<file path="src/lcr_cfg.svh">
// Offsets, field positions, reset values and timing counts of the local registers
`ifndef LCR_CFG_SVH
`define LCR_CFG_SVH

// ----------------------------------------------------------------------
// Register offsets
// ----------------------------------------------------------------------
`define OFS_LOCAL_CONTROL 8'h00
`define OFS_PIN_CONFIG 8'h04
`define OFS_UART_MIRROR 8'h08

// ----------------------------------------------------------------------
// local_control fields
// ----------------------------------------------------------------------
`define LC_PD_FILTER_LO 5
`define LC_PD_FILTER_HI 7
`define LC_CB_STATUS_EN 23
`define LC_PROM_CLK 24
`define LC_PROM_SEL 25
`define LC_PROM_OUT 26
`define LC_PROM_IN 27
`define LC_PROM_VALID 28
`define LC_RELOAD 29

// ----------------------------------------------------------------------
// pin_config fields
// ----------------------------------------------------------------------
`define PC_PIN_A_LO 0
`define PC_PIN_B_LO 2
`define PC_PME_A 4
`define PC_PME_B 5
`define PC_PD_A 6
`define PC_PD_B 7
`define PC_RESET 8'h00

// ----------------------------------------------------------------------
// uart_status_mirror fields and reset values
// ----------------------------------------------------------------------
`define UM_RX_LO 0
`define UM_TX_LO 8
`define UM_IRQ_LO 16
`define UM_GOOD 27
`define UM_LEVEL_RESET 8'h00
`define UM_IRQ_RESET 6'h01
`define LSR_ERR_FIFO 7
`define LSR_OVERRUN 1

// ----------------------------------------------------------------------
// Power-down filter timing
// ----------------------------------------------------------------------
`define CLK_HZ 40000000
`define PD_DELAY_S_1 129
`define PD_DELAY_S_2 129
`define PD_DELAY_S_3 518

`endif

</file>
<file path="src/lcr_pkg.sv">
// Types shared by the local configuration register bank
package lcr_pkg;

    // Multi-purpose pin mode encodings
    typedef enum logic [1:0] {
        PIN_IN_TRUE = 2'h0,
        PIN_IN_INV = 2'h1,
        PIN_OUT_LOW = 2'h2,
        PIN_OUT_HIGH = 2'h3
    } pin_mode_t;

    // Power-down filter states, one-hot
    typedef enum logic [2:0] {
        PD_IDLE = 3'h1,
        PD_WAIT = 3'h2,
        PD_DONE = 3'h4
    } pd_state_t;

endpackage : lcr_pkg

</file>
<file path="src/multi_pin.sv">
// One multi-purpose pin: sync, polarity, output driver
`timescale 1ns/1ps
module multi_pin (
    // Clock and reset
    input wire logic core_clk,
    input wire logic reset,
    // Configuration
    input wire logic [1:0] mode,
    // Pad
    input wire logic pin_in,
    output logic pin_out,
    output logic pin_oe,
    // Internal state
    output logic state
);
    typedef struct packed {
        logic sync1;
        logic sync2;
        logic out;
        logic oe;
    } mp_state_t;

    mp_state_t r;
    mp_state_t next_r;

    always_comb begin
        next_r = r;
        next_r.sync1 = pin_in;
        next_r.sync2 = r.sync1;
        // Input modes release the pad
        next_r.oe = mode[1];
        next_r.out = mode[1] & mode[0];
    end

    always_ff @(posedge core_clk) begin
        if (reset) begin
            r <= '0;
        end else begin
            r <= next_r;
        end
    end

    assign pin_out = r.out;
    assign pin_oe = r.oe;
    assign state = r.sync2 ^ (mode == lcr_pkg::PIN_IN_INV);
endmodule : multi_pin

</file>
<file path="src/pd_filter.sv">
// Power-down request filter with selectable delay
`timescale 1ns/1ps
`include "lcr_cfg.svh"
module pd_filter #(
    parameter int unsigned CLK_HZ = `CLK_HZ,
    parameter int unsigned DELAY_S_1 = `PD_DELAY_S_1,
    parameter int unsigned DELAY_S_2 = `PD_DELAY_S_2,
    parameter int unsigned DELAY_S_3 = `PD_DELAY_S_3
) (
    // Clock and reset
    input wire logic core_clk,
    input wire logic reset,
    // Control
    input wire logic [2:0] delay_sel,
    input wire logic request,
    // Result
    output logic accepted
);
    localparam logic [47:0] TICKS_1 = 48'(CLK_HZ) * 48'(DELAY_S_1);
    localparam logic [47:0] TICKS_2 = 48'(CLK_HZ) * 48'(DELAY_S_2);
    localparam logic [47:0] TICKS_3 = 48'(CLK_HZ) * 48'(DELAY_S_3);

    initial begin
        if (CLK_HZ == 0) begin
            $error("pd_filter: clock rate must be nonzero");
        end
    end

    typedef struct packed {
        lcr_pkg::pd_state_t st;
        logic [47:0] count;
    } pf_state_t;

    pf_state_t r;
    pf_state_t next_r;
    logic [47:0] limit;

    always_comb begin
        next_r = r;
        case (delay_sel[1:0])
            2'h1: limit = TICKS_1;
            2'h2: limit = TICKS_2;
            default: limit = TICKS_3;
        endcase
        // A dropped request or disabled filter restarts the wait
        if (!request || delay_sel == 3'h0) begin
            next_r.st = lcr_pkg::PD_IDLE;
            next_r.count = '0;
        end else begin
            case (r.st)
                lcr_pkg::PD_IDLE: begin
                    next_r.count = '0;
                    next_r.st = delay_sel[2] ? lcr_pkg::PD_DONE
                                             : lcr_pkg::PD_WAIT;
                end
                lcr_pkg::PD_WAIT: begin
                    next_r.count = r.count + 48'h1;
                    if (r.count >= limit) begin
                        next_r.st = lcr_pkg::PD_DONE;
                    end
                end
                lcr_pkg::PD_DONE: next_r.st = lcr_pkg::PD_DONE;
                default: next_r.st = lcr_pkg::PD_IDLE;
            endcase
        end
    end

    always_ff @(posedge core_clk) begin
        if (reset) begin
            r <= '{st: lcr_pkg::PD_IDLE, count: '0};
        end else begin
            r <= next_r;
        end
    end

    assign accepted = (r.st == lcr_pkg::PD_DONE);
endmodule : pd_filter

</file>
<file path="src/local_config_regs.sv">
// Local configuration registers: control, pin config, UART mirror
//
// Function
// - Control bit 23 routes interrupts and wake events via card status fields.
// - Control bit 24 drives the serial PROM clock pin directly.
// - Control bit 25 drives PROM chip select high when set.
// - Control bit 26 appears on the PROM serial data output pin.
// - Read-only bit 27 returns PROM serial input level; resets to one.
// - Read-only bit 28 reads one when PROM header was valid.
// - Writing one to bit 29 starts reload; clears when read finishes.
// - Pin config bits 1:0 set pin A input/inverted/output modes.
// - Pin config bits 3:2 set pin B with same encodings.
// - Pin config bit 4 lets pin A active state set PME status.
// - Pin config bit 5 lets pin B set PME status.
// - Pin config bit 6 lets pin A request power-down via filter.
// - Pin config bit 7 lets pin B request power-down via filter.
// - Mirror bits 7:0 show receive FIFO level; reset 00h.
// - Mirror bits 15:8 show transmit FIFO level; reset 00h.
// - Mirror bits 21:16 show UART interrupt source; reset 01h.
// - Mirror bit 27 is good-data flag from source and line status.
// - Pin internal state is raw level or inverse per its mode.
// - Control bits 7:5 pick filter delay; zero disables, 1XX immediate.
`timescale 1ns/1ps
`include "lcr_cfg.svh"
module local_config_regs #(
    parameter int unsigned CLK_HZ = `CLK_HZ,
    parameter int unsigned PD_DELAY_S_1 = `PD_DELAY_S_1,
    parameter int unsigned PD_DELAY_S_2 = `PD_DELAY_S_2,
    parameter int unsigned PD_DELAY_S_3 = `PD_DELAY_S_3
) (
    // Clock and reset
    input wire logic core_clk,
    input wire logic reset,
    // Register port
    input wire logic [7:0] reg_addr,
    input wire logic reg_write,
    input wire logic reg_read,
    input wire logic [3:0] reg_byte_en,
    input wire logic [31:0] reg_wdata,
    output logic [31:0] reg_rdata,
    output logic reg_rvalid,
    // Serial PROM pins
    output logic prom_serial_clock,
    output logic prom_select,
    output logic prom_serial_out,
    input wire logic prom_serial_in,
    // PROM loader status
    input wire logic prom_header_valid,
    input wire logic prom_load_done,
    output logic reload_request,
    // Multi-purpose pins
    input wire logic multi_pin_a_in,
    output logic multi_pin_a_out,
    output logic multi_pin_a_oe,
    input wire logic multi_pin_b_in,
    output logic multi_pin_b_out,
    output logic multi_pin_b_oe,
    // UART status inputs
    input wire logic [7:0] rx_fill_level,
    input wire logic [7:0] tx_fill_level,
    input wire logic [5:0] uart_irq_source,
    input wire logic [7:0] uart_line_status,
    // Power management
    output logic cb_status_enable,
    output logic pme_set,
    output logic powerdown_request,
    output logic multi_pin_a_state,
    output logic multi_pin_b_state
);
    initial begin
        if (CLK_HZ < 1000) begin
            $error("local_config_regs: clock rate too low");
        end
    end

    // ------------------------------------------------------------------
    // State
    // ------------------------------------------------------------------
    typedef struct packed {
        logic [2:0] pd_filter;
        logic cb_en;
        logic prom_clk;
        logic prom_sel;
        logic prom_out;
        logic prom_in_s1;
        logic prom_in_s2;
        logic prom_valid;
        logic reload;
        logic [7:0] pin_cfg;
        logic [7:0] rx_lvl;
        logic [7:0] tx_lvl;
        logic [5:0] irq_src;
        logic good;
        logic [31:0] rdata;
        logic rvalid;
        logic pme;
        logic pd_req;
        logic st_a;
        logic st_b;
    } regs_state_t;

    regs_state_t r;
    regs_state_t next_r;

    logic pin_a_state;
    logic pin_b_state;
    logic pd_accepted;
    logic pd_source;
    logic good_now;
    logic [31:0] ctl_word;
    logic [31:0] mirror_word;

    // ------------------------------------------------------------------
    // Pins and filter
    // ------------------------------------------------------------------
    multi_pin u_pin_a (
        .core_clk(core_clk),
        .reset(reset),
        .mode(r.pin_cfg[`PC_PIN_A_LO +: 2]),
        .pin_in(multi_pin_a_in),
        .pin_out(multi_pin_a_out),
        .pin_oe(multi_pin_a_oe),
        .state(pin_a_state)
    );

    multi_pin u_pin_b (
        .core_clk(core_clk),
        .reset(reset),
        .mode(r.pin_cfg[`PC_PIN_B_LO +: 2]),
        .pin_in(multi_pin_b_in),
        .pin_out(multi_pin_b_out),
        .pin_oe(multi_pin_b_oe),
        .state(pin_b_state)
    );

    // Polarity already folded into the internal states
    assign pd_source = (r.pin_cfg[`PC_PD_A] & pin_a_state)
                     | (r.pin_cfg[`PC_PD_B] & pin_b_state);

    pd_filter #(
        .CLK_HZ(CLK_HZ),
        .DELAY_S_1(PD_DELAY_S_1),
        .DELAY_S_2(PD_DELAY_S_2),
        .DELAY_S_3(PD_DELAY_S_3)
    ) u_pd_filter (
        .core_clk(core_clk),
        .reset(reset),
        .delay_sel(r.pd_filter),
        .request(pd_source),
        .accepted(pd_accepted)
    );

    // ------------------------------------------------------------------
    // Good-data evaluation
    // ------------------------------------------------------------------
    // Sources none, rx data, rx timeout, tx empty; no pending errors
    always_comb begin
        good_now = 1'b0;
        if (uart_irq_source == 6'h01 || uart_irq_source == 6'h04 ||
            uart_irq_source == 6'h0c || uart_irq_source == 6'h02) begin
            good_now = ~uart_line_status[`LSR_ERR_FIFO]
                     & ~uart_line_status[`LSR_OVERRUN];
        end
    end

    // ------------------------------------------------------------------
    // Read words
    // ------------------------------------------------------------------
    always_comb begin
        ctl_word = '0;
        ctl_word[`LC_PD_FILTER_HI:`LC_PD_FILTER_LO] = r.pd_filter;
        ctl_word[`LC_CB_STATUS_EN] = r.cb_en;
        ctl_word[`LC_PROM_CLK] = r.prom_clk;
        ctl_word[`LC_PROM_SEL] = r.prom_sel;
        ctl_word[`LC_PROM_OUT] = r.prom_out;
        ctl_word[`LC_PROM_IN] = r.prom_in_s2;
        ctl_word[`LC_PROM_VALID] = r.prom_valid;
        ctl_word[`LC_RELOAD] = r.reload;
        mirror_word = '0;
        mirror_word[`UM_RX_LO +: 8] = r.rx_lvl;
        mirror_word[`UM_TX_LO +: 8] = r.tx_lvl;
        mirror_word[`UM_IRQ_LO +: 6] = r.irq_src;
        mirror_word[`UM_GOOD] = r.good;
    end

    // ------------------------------------------------------------------
    // Next state
    // ------------------------------------------------------------------
    always_comb begin
        next_r = r;
        next_r.prom_in_s1 = prom_serial_in;
        next_r.prom_in_s2 = r.prom_in_s1;
        next_r.prom_valid = prom_header_valid;
        next_r.rx_lvl = rx_fill_level;
        next_r.tx_lvl = tx_fill_level;
        next_r.irq_src = uart_irq_source;
        next_r.good = good_now;
        next_r.pme = (r.pin_cfg[`PC_PME_A] & pin_a_state)
                   | (r.pin_cfg[`PC_PME_B] & pin_b_state);
        next_r.pd_req = pd_accepted;
        next_r.st_a = pin_a_state;
        next_r.st_b = pin_b_state;
        next_r.rvalid = reg_read;
        next_r.rdata = r.rdata;

        // Loader finishing clears the trigger
        if (prom_load_done) begin
            next_r.reload = 1'b0;
        end

        if (reg_write) begin
            if (reg_addr == `OFS_LOCAL_CONTROL) begin
                if (reg_byte_en[0]) begin
                    next_r.pd_filter = reg_wdata[7:5];
                end
                if (reg_byte_en[2]) begin
                    next_r.cb_en = reg_wdata[`LC_CB_STATUS_EN];
                end
                if (reg_byte_en[3]) begin
                    next_r.prom_clk = reg_wdata[`LC_PROM_CLK];
                    next_r.prom_sel = reg_wdata[`LC_PROM_SEL];
                    next_r.prom_out = reg_wdata[`LC_PROM_OUT];
                    // Start wins over a same-cycle finish
                    if (reg_wdata[`LC_RELOAD]) begin
                        next_r.reload = 1'b1;
                    end
                end
            end else if (reg_addr == `OFS_PIN_CONFIG) begin
                if (reg_byte_en[0]) begin
                    next_r.pin_cfg = reg_wdata[7:0];
                end
            end
        end

        if (reg_read) begin
            if (reg_addr == `OFS_LOCAL_CONTROL) begin
                next_r.rdata = ctl_word;
            end else if (reg_addr == `OFS_PIN_CONFIG) begin
                next_r.rdata = {24'h000000, r.pin_cfg};
            end else if (reg_addr == `OFS_UART_MIRROR) begin
                next_r.rdata = mirror_word;
            end else begin
                next_r.rdata = '0;
            end
        end
    end

    // ------------------------------------------------------------------
    // Registers
    // ------------------------------------------------------------------
    always_ff @(posedge core_clk) begin
        if (reset) begin
            r <= '0;
            r.prom_in_s1 <= 1'b1;
            r.prom_in_s2 <= 1'b1;
            r.pin_cfg <= `PC_RESET;
            r.rx_lvl <= `UM_LEVEL_RESET;
            r.tx_lvl <= `UM_LEVEL_RESET;
            r.irq_src <= `UM_IRQ_RESET;
            r.good <= 1'b1;
        end else begin
            r <= next_r;
        end
    end

    // ------------------------------------------------------------------
    // Outputs
    // ------------------------------------------------------------------
    assign reg_rdata = r.rdata;
    assign reg_rvalid = r.rvalid;
    assign prom_serial_clock = r.prom_clk;
    assign prom_select = r.prom_sel;
    assign prom_serial_out = r.prom_out;
    assign reload_request = r.reload;
    assign cb_status_enable = r.cb_en;
    assign pme_set = r.pme;
    assign powerdown_request = r.pd_req;
    assign multi_pin_a_state = r.st_a;
    assign multi_pin_b_state = r.st_b;
endmodule : local_config_regs

</file>
<file path="config.mk">
export PLATFORM = sky130hd
export DESIGN_NAME = local_config_regs
export DESIGN_NICKNAME = d
export VERILOG_FILES = /design/src/lcr_pkg.sv /design/src/multi_pin.sv /design/src/pd_filter.sv /design/src/local_config_regs.sv
export VERILOG_INCLUDE_DIRS = /design/src
export SDC_FILE = /design/constraint.sdc
export NUM_CORES = 1
export LEC_CHECK = 0
export BUFFER_PORTS_ARGS = -buffer_cell sky130_fd_sc_hd__buf_2
export CAP_MARGIN = 30
export CORE_ASPECT_RATIO = 1.4
export CORE_UTILIZATION = 36
export CTS_BUF_LIST = sky130_fd_sc_hd__clkbuf_16
export DETAILED_ROUTE_END_ITERATION = 10
export GPL_TIMING_DRIVEN = 0
export HOLD_SLACK_MARGIN = 0.05
export PLACE_DENSITY = 0.56
export SLEW_MARGIN = 30
export SYNTH_ARGS = -nofsm -noshare
export SYNTH_HDL_FRONTEND = slang
export SYNTH_SLANG_ARGS = --single-unit
export TNS_END_PERCENT = 50
</file>
<file path="constraint.sdc">
create_clock -name core_clk -period 7.4 [get_ports core_clk]
set_input_delay 0.37 -clock core_clk [delete_from_list [all_inputs] [get_ports core_clk]]
set_output_delay 0.37 -clock core_clk [all_outputs]
set_load 0.01 [all_outputs]
</file>
==> flow_metrics.py <==
metrics = {
    "drt": {
        "drt_iter0_markers": 253,
        "drc": 0,
        "wl_mm": 14.92,
        "ant_nets": 0,
        "viasPerCell": 5.186,
        "first_pass_iters": 5,
        "wl_per_cell_um": 14.79,
        "vias": 5233,
    },
    "floorplanning": {
        "die_y_um": 154.4,
        "die_area_mm2": 0.01711,
        "rows": 55,
        "die_w_um": 110.8,
        "core_mm2": 0.01617,
        "initial_core_util": 0.3691,
        "io_pins": 129,
    },
    "sta": {
        "fin_ws_ns": 4.316,
        "relSlewSlack": 0.4225,
        "timing.fmax_mhz": 324.3,
        "rsz0062_at_grt": "no",
        "min_period_over_period": 0.4168,
        "slew_violations": 0,
        "whs_ns": 0.1431,
        "worst_clock_skew_ns": 0.007888,
        "tns_ns": 0,
        "hold_violations": 0,
        "finalSetupViolations": 0,
        "min_period_ns": 3.084,
        "tightestPinTransition_ns": 0.8643,
    },
    "synth": {
        "synthTopCellsByArea": "dfxtp_1 45%, nor2_1 5.0%, buf_4 4.0%",
        "synth_edf_count": 0,
        "netlist_instances": 680,
        "netlist_area_mm2": 0.005969,
        "synth.avg_cell_area_um2": 8.779,
        "ys_types": 55,
        "netlist.top_cell.by_area": "dfxtp_1",
        "synth_top_area_frac": 0.4527,
        "synth-seq-cells": 135,
        "synth_seq_area_share": 0.4527,
        "async_flop_share": 0,
        "ys_warn_count": 0,
        "synthFlopType": "dfxtp_1",
    },
    "clock_tree": {
        "clk_pin_slew_ns": 0.06,
        "ctsHoldBuffers": 0,
        "htreeDepth": 4,
        "worstSkewPairLatency_ns": 0.41,
        "cts_buffers": 17,
        "root_buffer": "clkbuf_16",
        "cts_tree": "done",
        "cts-resized-gates": 0,
        "clock-sinks": 135,
        "cts_setup_buffers": 0,
        "clock_path_buffers": 2,
    },
    "global_route": {
        "grt_first_pass_wirelength_mm": 24.87,
        "grt.overflow.total": 0,
        "antenna_found_initial": 0,
        "grt_usage": 0.1791,
        "grt_start_max_net_pins": 17,
        "grt_pass1_vias": 5173,
    },
    "setup_path": {
        "crit_slowest_cell": "or4b_2",
        "ff2ff_setup_slack_ns": 4.32,
        "cpPeakStageDelay_ns": 0.62,
        "endpoint_kind": "register",
        "startpoint_type": "register",
        "crit_path_start": "ctl_word[5]",
        "timing.rr.start": "ctl_word[5]",
        "path_max_fanout": 8,
        "crit_top_cell": "ha_1",
        "path_class": "register to register",
        "critical_path_arrival_ns": 3.44,
        "critPathRequiredTime_ns": 7.76,
        "reg2reg_depth": 8,
        "worstPathCellList": "inv_1 > ha_1 > ha_1 > or4b_2 > nand4b_1 > a2111oi_0 > or4_1 > and3b_1",
        "rr_endpoint": "u_pd_filter.r[50]",
        "endpoint": "u_pd_filter.r[50]",
    },
    "finish": {
        "stdcell_count": 1009,
        "mostFrequentLayoutCell": "dfxtp_1",
        "drive_gt1_frac": 0.2370,
        "mostFrequentLayoutCells": "135 x dfxtp_1, 98 x buf_2, 79 x nor2_1",
        "fin_area_mm2": 0.007300,
        "final_util": 0.4514,
        "layout.nets": 888,
        "fill_cells": 1631,
        "syn2layout_area_growth_pct": 22.28,
        "antenna_cells": 0,
    },
    "status": {
        "status": "finished, final reports clean",
    },
    "power_and_ir_drop": {
        "total_power_mw": 1.618,
        "power_density_mw_per_mm2": 221.7,
        "irDropWorstVdd_v": 0.0001438,
        "leakage_nw": 2.773,
    },
    "place": {
        "dp_hpwl_mm": 11.27,
        "port_buffers": 96,
        "finalWeightedCongestion": 0.8487,
        "preCtsSetupSlack_ns": 4.319,
        "place_inst": 977,
        "placed_cell_area_mm2": 0.006711,
    },
    "min_path": {
        "holdCritPathClass": "primary input to register",
    },
    "flow_run": {
        "max_cap_viol_count": 0,
    },
}
-- where the power goes --
part | switching, mW | total, mW | internal [mW]
Combinational | 0.0249 | 0.0454 | 0.0205
Clock | 0.357 | 0.835 | 0.478
Sequential | 0.00247 | 0.738 | 0.736
Total | 0.384 | 1.62 | 1.23
-- synthesized netlist by cell type (all sizes together) (5+ instances only) --
cell type,n
inv,18
ha,8
nor3,10
nand2,58
and3,6
buf,37
or4,11
o211ai,17
nor2b,34
mux2i,20
a22oi,16
o21ai,11
nor2,80
a21oi,41
and2,5
nor4,9
a222oi,5
nand3,33
or3,12
clkbuf,31
dfxtp,135
nand4,16
mux2,13
o311ai,9
or2,6
-- critical path: cells and delay by family (launching register included) --
| family | cells | cell delay [ns] |
|---|---|---|
| and+or+nand+nor | 4 | 1.29 |
| AOI/OAI and AO/OA | 1 | 0.56 |
| buffers and inverters | 1 | 0.05 |
| DFF | 1 | 0.35 |
| adders and majority gates | 2 | 0.78 |
-- layer usage --
metal / vias up / track usage / wire [um]
met5: - / 0 / 0
met4: 0 / 0.06476 / 255
met3: 25 / 0.03958 / 504
met2: 127 / 0.3392 / 7960
met1: 2457 / 0.1928 / 6202
li1: 2624 / - / -
-- area by class of cell --
cell class | instances | area, um^2 | area share
repair buffers | 96 | 480.5 | 0.06582
plain buffers | 68 | 379.1 | 0.05194
flip-flops and latches | 135 | 2703 | 0.3702
well taps | 199 | 249.0 | 0.03411
multi-input cells | 461 | 2833 | 0.3881
inverters | 18 | 67.56 | 0.009256
clock inverters | 15 | 162.7 | 0.02228
clock buffers | 17 | 425.4 | 0.05828
-- worst min path at each step --
stage | startpoint | endpoint | slack, ns | cells after the start
2_1_floorplan | next_r[70] | ctl_word[27] | 0.39 | 1
3_3_place_gp | next_r[70] | ctl_word[27] | 0.40 | 1
3_5_place_dp | next_r[70] | ctl_word[27] | 0.41 | 1
4_1_cts | prom_serial_in | next_r[70] | 0.13 | 2
5_1_grt | prom_serial_in | next_r[70] | 0.13 | 2
6_report | prom_serial_in | next_r[70] | 0.14 | 2
-- cells by family (layout without fill, tap and decap cells) --
kind of cell / Yosys count / after routing / synth area share
muxes: 33 / 33 / 0.05806
buffers and inverters: 86 / 214 / 0.07483
and+or+nand+nor: 294 / 294 / 0.2572
DFF: 135 / 135 / 0.4527
adders and majority gates: 8 / 8 / 0.01677
xor gates and xnor gates: 6 / 6 / 0.008803
other: 1 / 3 / 0.0006282
AOI/OAI and AO/OA: 117 / 117 / 0.1310
-- registers in the layout, summed over array words and instances, names as in the netlist, 5 cells and up --
name,flops
ctl_word,5
mirror_word,23
r,8
u_pd_filter.r,51
reg_rdata,29
Power figures use the tool's default switching activity.
